## config.mk

```make
export PLATFORM = sky130hd
export DESIGN_NAME = pdmux_top
export DESIGN_NICKNAME = d
export VERILOG_FILES = /design/src/rtl/pdmux_pkg.sv /design/src/rtl/pdmux_top.sv /design/src/rtl/pdmux_pin.sv
export VERILOG_INCLUDE_DIRS = /design/src /design/src/rtl
export SDC_FILE = /design/constraint.sdc
export NUM_CORES = 1
export LEC_CHECK = 0
export BUFFER_PORTS_ARGS = -buffer_cell sky130_fd_sc_hd__buf_2
export CAP_MARGIN = 30
export CORE_UTILIZATION = 50
export CTS_BUF_LIST = sky130_fd_sc_hd__clkbuf_4 sky130_fd_sc_hd__clkbuf_8
export DETAILED_ROUTE_END_ITERATION = 6
export PLACE_DENSITY = 0.82
export SETUP_SLACK_MARGIN = 0.05
export SLEW_MARGIN = 20
export SYNTH_ARGS = -nofsm -noshare
export SYNTH_HDL_FRONTEND = slang
export SYNTH_SLANG_ARGS = --single-unit
```

## constraint.sdc

```tcl
create_clock -name aclk -period 2.3 [get_ports aclk]
set_input_delay 0 -clock aclk [delete_from_list [all_inputs] [get_ports aclk]]
set_output_delay 0 -clock aclk [all_outputs]
set_load 0.02 [all_outputs]
```

## src/rtl/pdmux_regs.svh

```systemverilog
// Register offsets, field positions and reset values of the port D function mux
`ifndef PDMUX_REGS_SVH
`define PDMUX_REGS_SVH

// Byte offsets on the register bus
`define PDMUX_OFS_FUNC_SEL 8'h00
`define PDMUX_OFS_DIR_SEL 8'h04
`define PDMUX_OFS_STATUS 8'h08

// Reset values
`define PDMUX_FUNC_SEL_RESET 16'h0000
`define PDMUX_DIR_SEL_RESET 16'h0000

// Pin groups of the select register
`define PDMUX_LOW_PINS_BUS 16'h00FF
`define PDMUX_ALL_PINS_BUS 16'hFFFF
`define PDMUX_NO_PINS_BUS 16'h0000

// Status word fields: bits 15..0 hold the resolved data-bus mask
`define PDMUX_ST_SINGLE_BIT 16
`define PDMUX_ST_ROM_BIT 17
`define PDMUX_ST_WIDE_BIT 18

// Bus responses
`define PDMUX_RESP_OKAY 2'h0
`define PDMUX_RESP_SLVERR 2'h2

`endif

```

## src/rtl/pdmux_pkg.sv

```systemverilog
// Types shared by the port D function mux and its pin cell
package pdmux_pkg;

	localparam int PDMUX_ADDR_W = 8;
	localparam int PDMUX_PINS = 16;

	typedef logic [PDMUX_PINS-1:0] pdmux_pins_t;
	typedef logic [PDMUX_ADDR_W-1:0] pdmux_addr_t;

	typedef enum logic [1:0] {
		PDMUX_WR_IDLE = 2'b01,
		PDMUX_WR_RESP = 2'b10
	} pdmux_wr_e;

	typedef enum logic [1:0] {
		PDMUX_RD_IDLE = 2'b01,
		PDMUX_RD_RESP = 2'b10
	} pdmux_rd_e;

	typedef struct packed {
		pdmux_wr_e wr_state;
		pdmux_rd_e rd_state;
		logic aw_got;
		logic w_got;
		pdmux_addr_t awaddr;
		logic [31:0] wdata;
		logic [3:0] wstrb;
		logic [1:0] bresp;
		logic [31:0] rdata;
		logic [1:0] rresp;
		pdmux_pins_t func_sel;
		pdmux_pins_t dir_sel;
		pdmux_pins_t bus_mask;
	} pdmux_state_s;

	typedef struct packed {
		logic pad_out;
		logic pad_oe_n;
		logic gpio_din;
		logic bus_din;
	} pdmux_pin_s;

endpackage : pdmux_pkg

```

## src/rtl/pdmux_top.sv

```systemverilog
// Port D pin function mux with its select registers on an AXI4-Lite slave
//
// How it works
// - Sixteen-bit read/write select register, one function bit per port D pin.
// - ROM off, 8-bit area 0: low eight pins are always data bus.
// - ROM off, 16-bit area 0: all sixteen pins are data bus.
// - ROM on: each select bit picks data bus or general I/O.
// - Single-chip: all pins general I/O, select bits ignored.
// - Power-on reset and hardware standby clear select; watchdog reset does not.
// - Sleep and software standby leave the select register untouched.
// - Bits 15..10: zero general I/O, one data bus, in 8-bit and ROM-on modes.
// - In general I/O, direction bit one drives output, zero makes input.
// - Bits 9 and 8 encode like the upper bits.
// - Bits 7..0 ignored with ROM off; with ROM on, one selects data bus.
`timescale 1ns/100ps
`include "pdmux_regs.svh"

module pdmux_top
	import pdmux_pkg::*;
#(
	parameter int PINS = 16
)
(
	input wire logic aclk,
	input wire logic aresetn,
	input wire logic watchdog_timer_reset,
	input wire logic hw_standby,
	input wire logic single_chip_mode,
	input wire logic rom_enabled,
	input wire logic area0_bus_16bit,
	input wire pdmux_pkg::pdmux_addr_t s_axi_awaddr,
	input wire logic s_axi_awvalid,
	output logic s_axi_awready,
	input wire logic [31:0] s_axi_wdata,
	input wire logic [3:0] s_axi_wstrb,
	input wire logic s_axi_wvalid,
	output logic s_axi_wready,
	output logic [1:0] s_axi_bresp,
	output logic s_axi_bvalid,
	input wire logic s_axi_bready,
	input wire pdmux_pkg::pdmux_addr_t s_axi_araddr,
	input wire logic s_axi_arvalid,
	output logic s_axi_arready,
	output logic [31:0] s_axi_rdata,
	output logic [1:0] s_axi_rresp,
	output logic s_axi_rvalid,
	input wire logic s_axi_rready,
	input wire pdmux_pkg::pdmux_pins_t gpio_dout,
	output pdmux_pkg::pdmux_pins_t gpio_din,
	input wire pdmux_pkg::pdmux_pins_t bus_dout,
	input wire logic bus_oe,
	output pdmux_pkg::pdmux_pins_t bus_din,
	input wire pdmux_pkg::pdmux_pins_t pad_in,
	output pdmux_pkg::pdmux_pins_t pad_out,
	output pdmux_pkg::pdmux_pins_t pad_oe_n,
	output pdmux_pkg::pdmux_pins_t pin_is_bus
);

	import pdmux_pkg::*;

	////////////////////////////////////////////////////////////////////////////
	// State

	localparam pdmux_state_s STATE_RESET = '{
		wr_state: PDMUX_WR_IDLE,
		rd_state: PDMUX_RD_IDLE,
		aw_got: 1'b0,
		w_got: 1'b0,
		awaddr: '0,
		wdata: '0,
		wstrb: '0,
		bresp: `PDMUX_RESP_OKAY,
		rdata: '0,
		rresp: `PDMUX_RESP_OKAY,
		func_sel: `PDMUX_FUNC_SEL_RESET,
		dir_sel: `PDMUX_DIR_SEL_RESET,
		bus_mask: `PDMUX_NO_PINS_BUS
	};

	pdmux_state_s s;
	pdmux_state_s next_s;
	logic aw_take;
	logic w_take;
	logic write_go;

	////////////////////////////////////////////////////////////////////////////
	// Helpers

	// Byte-lane merge of a 16-bit register
	function automatic pdmux_pins_t merge_lanes(
		input pdmux_pins_t old_val,
		input logic [31:0] data,
		input logic [3:0] strb
	);
		pdmux_pins_t res;
		res = old_val;
		// Upper half-word lanes have no register bits behind them
		if (strb[0])
			res[7:0] = data[7:0];
		if (strb[1])
			res[15:8] = data[15:8];
		return res;
	endfunction : merge_lanes

	// Which pins the operating mode hands to the data bus
	function automatic pdmux_pins_t resolve_mask(
		input logic single_chip,
		input logic rom_on,
		input logic wide,
		input pdmux_pins_t sel
	);
		pdmux_pins_t res;
		// Single-chip strap outranks the ROM and width straps
		if (single_chip)
			res = `PDMUX_NO_PINS_BUS;
		else if (rom_on)
			res = sel;
		else if (wide)
			res = `PDMUX_ALL_PINS_BUS;
		else
			res = sel | `PDMUX_LOW_PINS_BUS;
		return res;
	endfunction : resolve_mask

	// Read decode
	function automatic logic [31:0] read_word(
		input pdmux_addr_t addr,
		input pdmux_state_s st,
		input logic single_chip,
		input logic rom_on,
		input logic wide
	);
		logic [31:0] res;
		res = '0;
		unique case (addr)
			`PDMUX_OFS_FUNC_SEL: res[15:0] = st.func_sel;
			`PDMUX_OFS_DIR_SEL: res[15:0] = st.dir_sel;
			// Live straps beside the resolved mask
			`PDMUX_OFS_STATUS:
			begin
				res[15:0] = st.bus_mask;
				res[`PDMUX_ST_SINGLE_BIT] = single_chip;
				res[`PDMUX_ST_ROM_BIT] = rom_on;
				res[`PDMUX_ST_WIDE_BIT] = wide;
			end
			default: res = '0;
		endcase
		return res;
	endfunction : read_word

	function automatic logic addr_mapped(input pdmux_addr_t addr);
		return (addr == `PDMUX_OFS_FUNC_SEL) || (addr == `PDMUX_OFS_DIR_SEL)
			|| (addr == `PDMUX_OFS_STATUS);
	endfunction : addr_mapped

	////////////////////////////////////////////////////////////////////////////
	// Bus handshakes

	assign s_axi_awready = (s.wr_state == PDMUX_WR_IDLE) && !s.aw_got;
	assign s_axi_wready = (s.wr_state == PDMUX_WR_IDLE) && !s.w_got;
	assign s_axi_bvalid = (s.wr_state == PDMUX_WR_RESP);
	assign s_axi_bresp = s.bresp;
	assign s_axi_arready = (s.rd_state == PDMUX_RD_IDLE);
	assign s_axi_rvalid = (s.rd_state == PDMUX_RD_RESP);
	assign s_axi_rdata = s.rdata;
	assign s_axi_rresp = s.rresp;

	// Each channel taken once per write, in either order
	assign aw_take = s_axi_awvalid && s_axi_awready;
	assign w_take = s_axi_wvalid && s_axi_wready;

	////////////////////////////////////////////////////////////////////////////
	// Next state

	always_comb
	begin
		next_s = s;
		write_go = 1'b0;

		// Address and data may arrive in either order
		if (aw_take)
		begin
			next_s.aw_got = 1'b1;
			next_s.awaddr = s_axi_awaddr;
		end
		if (w_take)
		begin
			next_s.w_got = 1'b1;
			next_s.wdata = s_axi_wdata;
			next_s.wstrb = s_axi_wstrb;
		end

		// Commit once address and data are both held
		unique case (s.wr_state)
			PDMUX_WR_IDLE:
			begin
				write_go = next_s.aw_got && next_s.w_got;
				if (write_go)
				begin
					next_s.aw_got = 1'b0;
					next_s.w_got = 1'b0;
					next_s.wr_state = PDMUX_WR_RESP;
					next_s.bresp = `PDMUX_RESP_OKAY;
					if (next_s.awaddr == `PDMUX_OFS_FUNC_SEL)
						next_s.func_sel = merge_lanes(s.func_sel, next_s.wdata,
							next_s.wstrb);
					else if (next_s.awaddr == `PDMUX_OFS_DIR_SEL)
						next_s.dir_sel = merge_lanes(s.dir_sel, next_s.wdata,
							next_s.wstrb);
					else if (!addr_mapped(next_s.awaddr))
						next_s.bresp = `PDMUX_RESP_SLVERR;
				end
			end
			PDMUX_WR_RESP:
			begin
				if (s_axi_bready)
					next_s.wr_state = PDMUX_WR_IDLE;
			end
			default: next_s.wr_state = PDMUX_WR_IDLE;
		endcase

		// Read word captured at the address edge, held until taken
		unique case (s.rd_state)
			PDMUX_RD_IDLE:
			begin
				if (s_axi_arvalid)
				begin
					next_s.rd_state = PDMUX_RD_RESP;
					next_s.rdata = read_word(s_axi_araddr, s, single_chip_mode,
						rom_enabled, area0_bus_16bit);
					next_s.rresp = addr_mapped(s_axi_araddr) ? `PDMUX_RESP_OKAY
						: `PDMUX_RESP_SLVERR;
				end
			end
			PDMUX_RD_RESP:
			begin
				if (s_axi_rready)
					next_s.rd_state = PDMUX_RD_IDLE;
			end
			default: next_s.rd_state = PDMUX_RD_IDLE;
		endcase

		// Hardware standby holds the select registers cleared
		if (hw_standby)
		begin
			next_s.func_sel = `PDMUX_FUNC_SEL_RESET;
			next_s.dir_sel = `PDMUX_DIR_SEL_RESET;
		end

		// Watchdog reset restarts the bus side only; selects are kept
		if (watchdog_timer_reset)
		begin
			next_s.wr_state = PDMUX_WR_IDLE;
			next_s.rd_state = PDMUX_RD_IDLE;
			next_s.aw_got = 1'b0;
			next_s.w_got = 1'b0;
		end

		// Sleep and software standby have no effect here: nothing else clears
		next_s.bus_mask = resolve_mask(single_chip_mode, rom_enabled,
			area0_bus_16bit, next_s.func_sel);
	end

	always_ff @(posedge aclk)
	begin
		// Power-on reset only; watchdog restart is handled above
		if (!aresetn)
			s <= STATE_RESET;
		else
			s <= next_s;
	end

	////////////////////////////////////////////////////////////////////////////
	// Resolved mask

	// Registered, so pad cells switch one edge after the mask
	assign pin_is_bus = s.bus_mask;

	////////////////////////////////////////////////////////////////////////////
	// Pin cells

	for (genvar i = 0; i < PINS; i++)
	begin : g_pin
		// One cell per pin, all sharing the single bus enable
		pdmux_pin u_pin (
			.aclk(aclk),
			.aresetn(aresetn),
			.is_bus(s.bus_mask[i]),
			.dir_out(s.dir_sel[i]),
			.gpio_dout(gpio_dout[i]),
			.bus_dout(bus_dout[i]),
			.bus_oe(bus_oe),
			.pad_in(pad_in[i]),
			.pad_out(pad_out[i]),
			.pad_oe_n(pad_oe_n[i]),
			.gpio_din(gpio_din[i]),
			.bus_din(bus_din[i])
		);
	end

endmodule : pdmux_top

```

## src/rtl/pdmux_pin.sv

```systemverilog
// One multiplexed port D pin: steers the pad between general I/O and data bus
`timescale 1ns/100ps

module pdmux_pin
	import pdmux_pkg::*;
(
	input wire logic aclk,
	input wire logic aresetn,
	input wire logic is_bus,
	input wire logic dir_out,
	input wire logic gpio_dout,
	input wire logic bus_dout,
	input wire logic bus_oe,
	input wire logic pad_in,
	output logic pad_out,
	output logic pad_oe_n,
	output logic gpio_din,
	output logic bus_din
);

	pdmux_pin_s s;
	pdmux_pin_s next_s;

	always_comb
	begin
		next_s = s;
		next_s.gpio_din = pad_in;
		next_s.bus_din = pad_in;
		if (is_bus)
		begin
			// Bus controller owns value and enable
			next_s.pad_out = bus_dout;
			next_s.pad_oe_n = ~bus_oe;
		end
		else
		begin
			// Direction bit: one drives, zero listens
			next_s.pad_out = gpio_dout;
			next_s.pad_oe_n = ~dir_out;
		end
	end

	always_ff @(posedge aclk)
	begin
		if (!aresetn)
			s <= '{pad_out: 1'b0, pad_oe_n: 1'b1, gpio_din: 1'b0, bus_din: 1'b0};
		else
			s <= next_s;
	end

	assign pad_out = s.pad_out;
	assign pad_oe_n = s.pad_oe_n;
	assign gpio_din = s.gpio_din;
	assign bus_din = s.bus_din;

endmodule : pdmux_pin

```

[After elaboration in Yosys (flattened, before gate mapping)]
Index checks and enable logic that the tools add are counted.
Storage, ports and cells
  logic and storage cells: 162
  input bits: 113
  bits in registers: 153
  output and inout bits: 121
Operators by class
  multiplexer cells: 46
  eq/ne operators: 12
  bitwise logic cells: 19
  reductions and logical operators: 22
Operator list (count)
  $mux W32: 3
  $mux W16: 5
  $mux W2: 26
  $pmux W16 S3: 1
  $mux W8: 5
  $mux W20: 1
  $not A1 Y1: 19
  $eq A8 B3 Y1 const B: 2
  $eq A8 B4 Y1 const B: 2
  $logic_not A8 Y1: 2
  $reduce_and A5 Y1: 2
  $pmux W2 S2: 2
  $reduce_and A2 Y1: 4
  $ne A2 B1 Y1 const B: 3
  $reduce_or A2 Y1: 3
  $logic_and A1 B1 Y1: 5
  $eq A2 B1 Y1 const B: 2
  $eq A2 B2 Y1 const B: 2
  $logic_or A1 B1 Y1: 4
  $mux W3: 1
  $logic_not A1 Y1: 2
  $mux W1: 2
  $ne A2 B2 Y1 const B: 1

[Longest topological paths before layout]
Gate-level depths: netlist of run 1.
  depth after elaboration: 12
  gate-level depth with buffers: 8
  depth with buffers taken out: 5

[Cells and area by module]
A second synthesis of run 1 with hierarchy kept.
Unflattened totals
  cells, all modules: 679
  area total of the unflattened synthesis: 6344.8 um2
By module, submodules not included
  pdmux_top: sequential area each 2021.9 um2, area an instance 4663.2 um2, instances 1, cells an instance 535
  pdmux_pin: sequential area each 60.1 um2, area an instance 105.1 um2, instances 16, cells an instance 9

[Least setup slack after synthesis of run 1]
OpenSTA, ideal clock, no wires.
  kind: register to register
  start point: register s[133] (netlist bit)
  end point: register s, in the netlist pin_is_bus[15]
  setup time: 0.084 ns
  cell stages (with the launch flop): 8
  buffers on the path: 2
  setup slack: 0.412 ns
  arrival: 1.804 ns
  path through: dfxtp_1 > nor4bb_2 > buf_6 > mux2_4 > and2_1 > buf_6 > and3_1 > o31ai_2
Between the ends
  longest elaborated chain between the ends: 11
  elaborated cells on any way between the ends: 18
RTL lines
  start, declared: RTL line pdmux_top.sv:80  | pdmux_state_s s;
  start signal, assigned: RTL line pdmux_top.sv:270  | s <= next_s;
  $eq A2 B1 Y1 (*): RTL line pdmux_top.sv:159, pdmux_top.sv:160, pdmux_top.sv:194
  $logic_and A1 B1 Y1, on equally long branches: RTL line pdmux_top.sv:159, pdmux_top.sv:160
  $logic_and A1 B1 Y1, on equally long branches: RTL line pdmux_top.sv:169, pdmux_top.sv:170
  $mux W8 or $mux W20 (tied branches): RTL line pdmux_top.sv:181, pdmux_top.sv:186
  $logic_not A8 Y1 (no source line) or $mux W8 (tied branches)
  $mux W16: RTL line pdmux_top.sv:204  | if (next_s.awaddr == `PDMUX_OFS_FUNC_SEL)
  $mux W32: RTL line pdmux_top.sv:198  | if (write_go)
  $mux W32 (*): RTL line pdmux_top.sv:194  | unique case (s.wr_state)
  $mux W32 (*): RTL line pdmux_top.sv:244  | if (hw_standby)
  $mux W16: RTL line pdmux_top.sv:118  | else if (wide)
  $mux W16 (*): RTL line pdmux_top.sv:116  | else if (rom_on)
Every way passes the cells marked *; elsewhere a longest branch is shown, timed or not.
A chain may end at the register's enable or synchronous reset.

[Worst setup path in the final report of run 1]
  start point: register s[128] (netlist bit)
  end point: register s, in the netlist pin_is_bus[5]
Between the ends
  longest elaborated chain between the ends: 10
  elaborated cells on any way between the ends: 12
RTL lines
  $logic_not A1 Y1: RTL line pdmux_top.sv:160  | assign s_axi_wready = (s.wr_state == PDMUX_WR_IDLE) && !s.w_got;
  $logic_and A1 B1 Y1: RTL line pdmux_top.sv:160
  $logic_and A1 B1 Y1: RTL line pdmux_top.sv:170  | assign w_take = s_axi_wvalid && s_axi_wready;
  $mux W20: RTL line pdmux_top.sv:186  | if (w_take)
  $mux W8: RTL line pdmux_top.sv:98  | if (strb[0])
  $mux W16: RTL line pdmux_top.sv:204
  $mux W32 (*): RTL line pdmux_top.sv:198
  $mux W32 (*): RTL line pdmux_top.sv:194
  $mux W32 (*): RTL line pdmux_top.sv:244
  $mux W16 (*): RTL line pdmux_top.sv:116
Marks and branches as above.

==> reports/qor.yml, run 1 <==
worstSetupPathType: "reg2reg"
die_w_um: 117.8
tritoncts: "yes"
worstPathMaxFanout: 17
grt_pass1_wl_mm: 25.03
grt_remaining_overflow: 0
power.density_nw_per_um2: 653.2
dpl.hpwl_mm: 10.58
drt_iter0_drc: 271
htreeDepth: 4
via_count: 5350
worstMarginPinSlew_ns: 0.7842
vias_per_cell: 5.028
crit_buf_inv: 1
cts_buffers: 17
tns_ns: 0
ant_nets: 0
drive_gt1_share_pct: 34.12
wl_per_cell_um: 14.89
finalSetupViolCount: 0
grt_max_degree: 34
layout_commonest_cell: "buf_2"
finalCritPeriodShare_pct: 92.06
fin_crit_ns: 2.117
worst-endpoint-required_ns: 2.65
synth_cell_types: 42
vdd_ir_drop_max_v: 0.0004592
maxSlewHeadroom_pct: 47.69
ys_ff_latch: 149
clock_latency_ns: 0.45
nNetsFinal: 991
arrival_ns: 2.46
synth-compound-area-share_pct: 14.16
grt.total_usage_pct: 22.65
drc: 0
drtPass1Iterations: 7
hold_path.class: "in2reg"
initial_core_util_pct: 52.30
portBuffers: 200
synth-simple-area-share_pct: 13.21
crit_chain: "nor4bb_4 > buf_4 > mux2_4 > and2_4 > and3_1 > o31ai_1"
cap_violations: 0
gp_congestion: 0.7812
root_buffer: "clkbuf_8"
cts.clk_slew.worst_paths_ns: 0.09
chipHeight_um: 117.8
r2r_slack_ns: 0.18
fp-row-count: 41
crit_path_max_incr_delay_ns: 0.40
clock_skew_ns: 0.01329
fp.coreArea_um2: 12820
cts_max_path_buffers: 2
ioPinCount: 234
p_leak_uw: 0.003704
cp-start-kind: "flop"
cp_slowest_cell: "dfxtp_1"
dieArea_um2: 13880
rsz0062_at_grt: "yes"
cpLargestDelayFamily: "simple AND/OR/NAND/NOR gates"
syn-cell-area_um2: 6708
timing.fmax_ghz: 0.4723
synth-xor-area-share_pct: 0
antenna_found_initial: 1
syn_avg_cell_area_um2: 9.750
synth_top_family_by_area: "buffers and inverters"
fin_total_pwr_uw: 5499
syn-instance-count: 688
status: "completed"
timing_hold_violations_final: 0
yosysSeqAreaShare_pct: 44.47
cts.sinks: 149
final_cell_mix: "buf_2 (200), dfxtp_1 (149), dlygate4sd3_1 (85)"
yosys_warnings: 0
synth_mux_area_share_pct: 11.66
grt_pass1_vias: 5018
wl_mm: 15.84
slew_violations: 0
area_growth_pct: 25.50
synthAdderAreaFrac_pct: 0
endpoint_kind: "flop"
==> registers in the layout (all words and copies together) (netlist names) <==
| signal | count |
|---|---|
| g_pin.u_pin.pad_oe_n | 16 |
| g_pin.u_pin.pad_out | 16 |
| s_axi_rresp | 1 |
| s_axi_bresp | 1 |
| s | 64 |
| pin_is_bus | 16 |
| g_pin.u_pin.gpio_din | 16 |
| s_axi_rdata | 19 |
==> power breakdown <==
part / internal [µW] / leakage (µW) / switching, µW
registers: 2660 / 0.00122 / 43.9
clock network: 902 / 0.000200 / 1080
logic: 378 / 0.00229 / 429
total: 3940 / 0.00370 / 1560
==> cell usage after synthesis <==
master	number	area share [%]
nor2b_1	46	4.3
dfxtp_1	149	44
mux2_2	17	2.9
or2_2	1	0.093
a22o_1	16	2.1
nand2_1	43	2.4
nor4bb_1	1	0.15
o32ai_2	1	0.24
o32a_1	1	0.15
conb_1	1	0.056
buf_6	5	0.84
inv_1	4	0.22
a21boi_0	1	0.11
a211oi_1	21	2.4
a21oi_2	4	0.52
o31a_1	1	0.13
and2_0	1	0.093
o31ai_2	2	0.37
o31ai_1	3	0.34
and3_1	9	0.84
a31oi_1	16	1.5
and2_4	1	0.13
o21bai_1	1	0.11
clkbuf_1	23	1.3
nor4_1	4	0.37
a22oi_1	3	0.34
and2_1	22	2.1
nor2_1	10	0.56
nand3_1	13	0.97
mux2_4	2	0.45
or3_1	1	0.093
o21ai_0	43	3.2
nand2b_1	5	0.47
buf_4	118	13
o211a_1	1	0.15
buf_2	12	0.90
nor4bb_2	1	0.24
a211o_1	1	0.13
nor3_1	6	0.45
a21oi_1	15	1.1
a211oi_2	7	1.3
mux2i_1	56	8.4
==> routing by layer <==
metal,track usage (%),vias up,part of all wire (%)
met3,6.105,23,5.8
li1,-,2637,-
met4,7.772,0,1.8
met1,27.28,2470,44
met5,0,-,0
met2,38.71,220,48
==> kinds of logic (layout without fill, tap and decap cells) <==
group,after synthesis,in the layout
AOI/OAI and AO/OA,137,137
and+or+nand+nor,164,164
muxes,75,75
other,1,16
DFF,149,149
buffers and inverters,162,351
==> final cells by class <==
| cell class | count | area, µm² |
|---|---|---|
| Clock inverter | 15 | 157.7 |
| Timing Repair Buffer | 315 | 2090 |
| Clock buffer | 17 | 234.0 |
| Tap cell | 172 | 215.2 |
| Antenna cell | 1 | 2.502 |
| Fill cell | 1001 | 4407 |
| Inverter | 4 | 15.01 |
| Multi-Input combinational cell | 391 | 2721 |
| Sequential cell | 149 | 2983 |
==> worst min-delay path: stages <==
cell and delay (ns):
buf_2 0.09, mux2i_1 0.08, buf_4 0.16, nor2b_1 0.10
==> timing repair <==
item | CTS | global route
gates resized for setup | 0 | 5
setup buffers | 0 | 5
endpoints found under the hold margin | 74 | 0
hold buffers | 85 | 0
endpoints found under the setup margin | 0 | 40
==> metrics by stage <==
| stage | setup slack (ns) | cell area (µm²) | cells | hold slack (ns) | util (%) |
|---|---|---|---|---|---|
| floorplan | 0.4121 | 6760 | 702 | 0.1273 | - |
| global placement | 0.2269 | 7112 | 940 | 0.2050 | 55.45 |
| detailed placement | 0.1704 | 7112 | 940 | 0.2095 | 55.45 |
| CTS | 0.09401 | 8354 | 1057 | 0.006952 | 65.14 |
| global route | 0.02804 | 8418 | 1064 | 0.02041 | 65.64 |
| finish | 0.1826 | 8418 | 1064 | 0.02181 | 65.64 |
==> path summary, 6_finish.rpt <==
| kind | start | end | cells after the start |
|---|---|---|---|
| max | s[128] | pin_is_bus[5] | 6 |
| min | s_axi_wdata[14] | s[102] | 4 |
| max reg2reg | s[128] | pin_is_bus[5] | 6 |
| min reg2reg | s_axi_bresp[1] | s_axi_bresp[1] | 2 |
No activity file was read; power rests on OpenSTA's default activity.
==> run 2: changes to the inputs <==
Settings changed: PLACE_DENSITY 0.82 to 0.78.
==> run 2 against run 1 <==
Clock-buffer cell count is 2 higher. Critical path type unchanged. Sequential power hardly changed. Worst setup slack worse by 0.045 ns. Worst hold slack better by 0.017 ns. Clock power is 7% higher. Global-route usage is 0.080 points higher. First-iteration DRC count is 7.7% lower. Largest power group unchanged. Wire length is 2.2% lower. Non-clock buffer count is 3 higher. Sequential share of layout area is 0.16 points lower.
==> reports/qor.yml, run 2 (synthesis results as in run 1) <==
p_comb_share_pct: 14.5
ioPinCount: 234
grt_max_degree: 38
portBuffers: 200
root_buffer: "clkbuf_8"
htreeDepth: 4
worstPathMaxFanout: 18
timing.fmax_ghz: 0.4626
ant_nets: 0
grt.total_usage_pct: 22.73
fp.coreArea_um2: 12820
antenna_found_initial: 0
tritoncts: "yes"
cts.clk_slew.worst_paths_ns: 0.08
fp-row-count: 41
largest_reg_flops: 64
area_growth_pct: 26.06
largest_register: "s"
cts_buffers: 17
wl_mm: 15.49
vias_per_cell: 4.939
timing_hold_violations_final: 0
dpl.hpwl_mm: 10.61
drtPass1Iterations: 5
switching_share_pct: 26.10
rr_worst_depth: 6
p_leak_uw: 0.003722
finalCritPeriodShare_pct: 94.00
num-fill-cells: 951
whs_endpoint: "s[84]"
cts_setup_buffers: 0
gp_congestion: 0.8109
drive_gt1_share_pct: 33.67
dpl_cell_area_um2: 7139
grt_remaining_overflow: 0
rsz0062_at_grt: "no"
seqPwrFrac_pct: 47.9
hold_path.class: "in2reg"
p_clk_share_pct: 37.7
cap_violations: 0
layout_commonest_cell: "buf_2"
maxSlewHeadroom_pct: 45.99
switchingPower_uw: 1476
initial_core_util_pct: 52.30
worstMarginPinSlew_ns: 0.8028
grt_pass1_wl_mm: 25.45
drc: 0
fin_crit_ns: 2.162
worstSetupPathType: "reg2reg"
final_area_um2: 8456
power.density_nw_per_um2: 668.9
clock_skew_ns: 0.008537
worst-endpoint-required_ns: 2.66
diodes: 0
vdd_ir_drop_max_v: 0.0005786
hold_start: "s_axi_wstrb[0]"
clock_latency_ns: 0.45
cts_max_path_buffers: 2
r2r-start: "s[133]"
hold_depth: 3
wl_per_cell_um: 14.53
endpoint_kind: "flop"
via_count: 5265
tns_ns: 0
nNetsFinal: 994
cp-start-kind: "flop"
chipHeight_um: 117.8
intPower_uw: 4180
final_cell_mix: "buf_2 (200), dfxtp_1 (149), dlygate4sd3_1 (87)"
arrival_ns: 2.52
r2r_slack_ns: 0.14
status: "completed"
slew_violations: 0
cts.sinks: 149
finalSetupViolCount: 0
dieArea_um2: 13880
grt_pass1_vias: 5137
drt_iter0_drc: 250
r2r-end: "s[28]"
die_w_um: 117.8
run 2: cell types whose count changed in the layout (fill, tap and decap cells not counted), moves of 2 or more:
cell and delta:
buf_4 +3, inv_6 -2, dlygate4sd3_1 +2, inv_8 -3
bufinv_16 +2, clkinvlp_4 +2
run 2: how the worst max path moves through the flow:
stage                 from        endpoint  cells after the start
finish              s[133]           s[28]                      6
global route        s[133]           s[28]                      6
CTS                 s[133]           s[28]                      5
detailed placement  s[133]  pin_is_bus[15]                      5
global placement    s[133]  pin_is_bus[15]                      5
floorplan           s[133]  pin_is_bus[15]                      7
run 2: critical path: stages (launching register included):
cell and delay, ns:
dfxtp_1 0.40, nor4bb_4 0.48, nand3_1 0.24, o32ai_4 0.25, buf_4 0.30, a31oi_1 0.14, a211oi_1 0.26
run 2: cell type report:
class | instances | area [µm²] | area share, %
Clock inverter | 13 | 172.7 | 2.042
Clock buffer | 19 | 255.2 | 3.019
Sequential cell | 149 | 2983 | 35.28
Multi-Input combinational cell | 391 | 2710 | 32.05
Tap cell | 172 | 215.2 | 2.545
Timing Repair Buffer | 318 | 2105 | 24.89
Inverter | 4 | 15.01 | 0.1776
run 2: power groups by stage:
stage	sequential, µW	combinational, µW	clock (µW)
5_1_grt	2720	883	2310
6_report	2710	817	2130
3_3_place_gp	2760	671	0
2_1_floorplan	2750	533	0
3_5_place_dp	2770	681	0
4_1_cts	2710	805	2180
run 2: repair_timing:
item,4_1_cts,5_1_grt
resized for setup,1,1
endpoints found under the hold margin,83,0
cloned,0,0
endpoints found under the setup margin,1,3
hold buffers,87,0
run 2: layer usage:
metal,global-route usage [%],wire length [µm],vias to the layer above,part of all wire [%]
li1,-,-,2635,-
met1,28.63,6954,2384,45
met2,37.24,7291,218,47
met3,6.202,1009,28,6.5
met4,7.853,234,0,1.5
met5,0,0,-,0
run 2: through the flow:
step                power (µW)  std cells  hold slack [ns]  util, %  setup slack, ns
finish                    5656       1066          0.03923    65.93           0.1381
global route              5906       1066          0.05358    65.93          0.05592
CTS                       5694       1065         0.004404    65.86           0.1750
detailed placement        3446        946           0.2100    55.67          0.09928
global placement          3433        946           0.2044    55.67           0.1927
floorplan                 3288        702           0.1273        -           0.4121
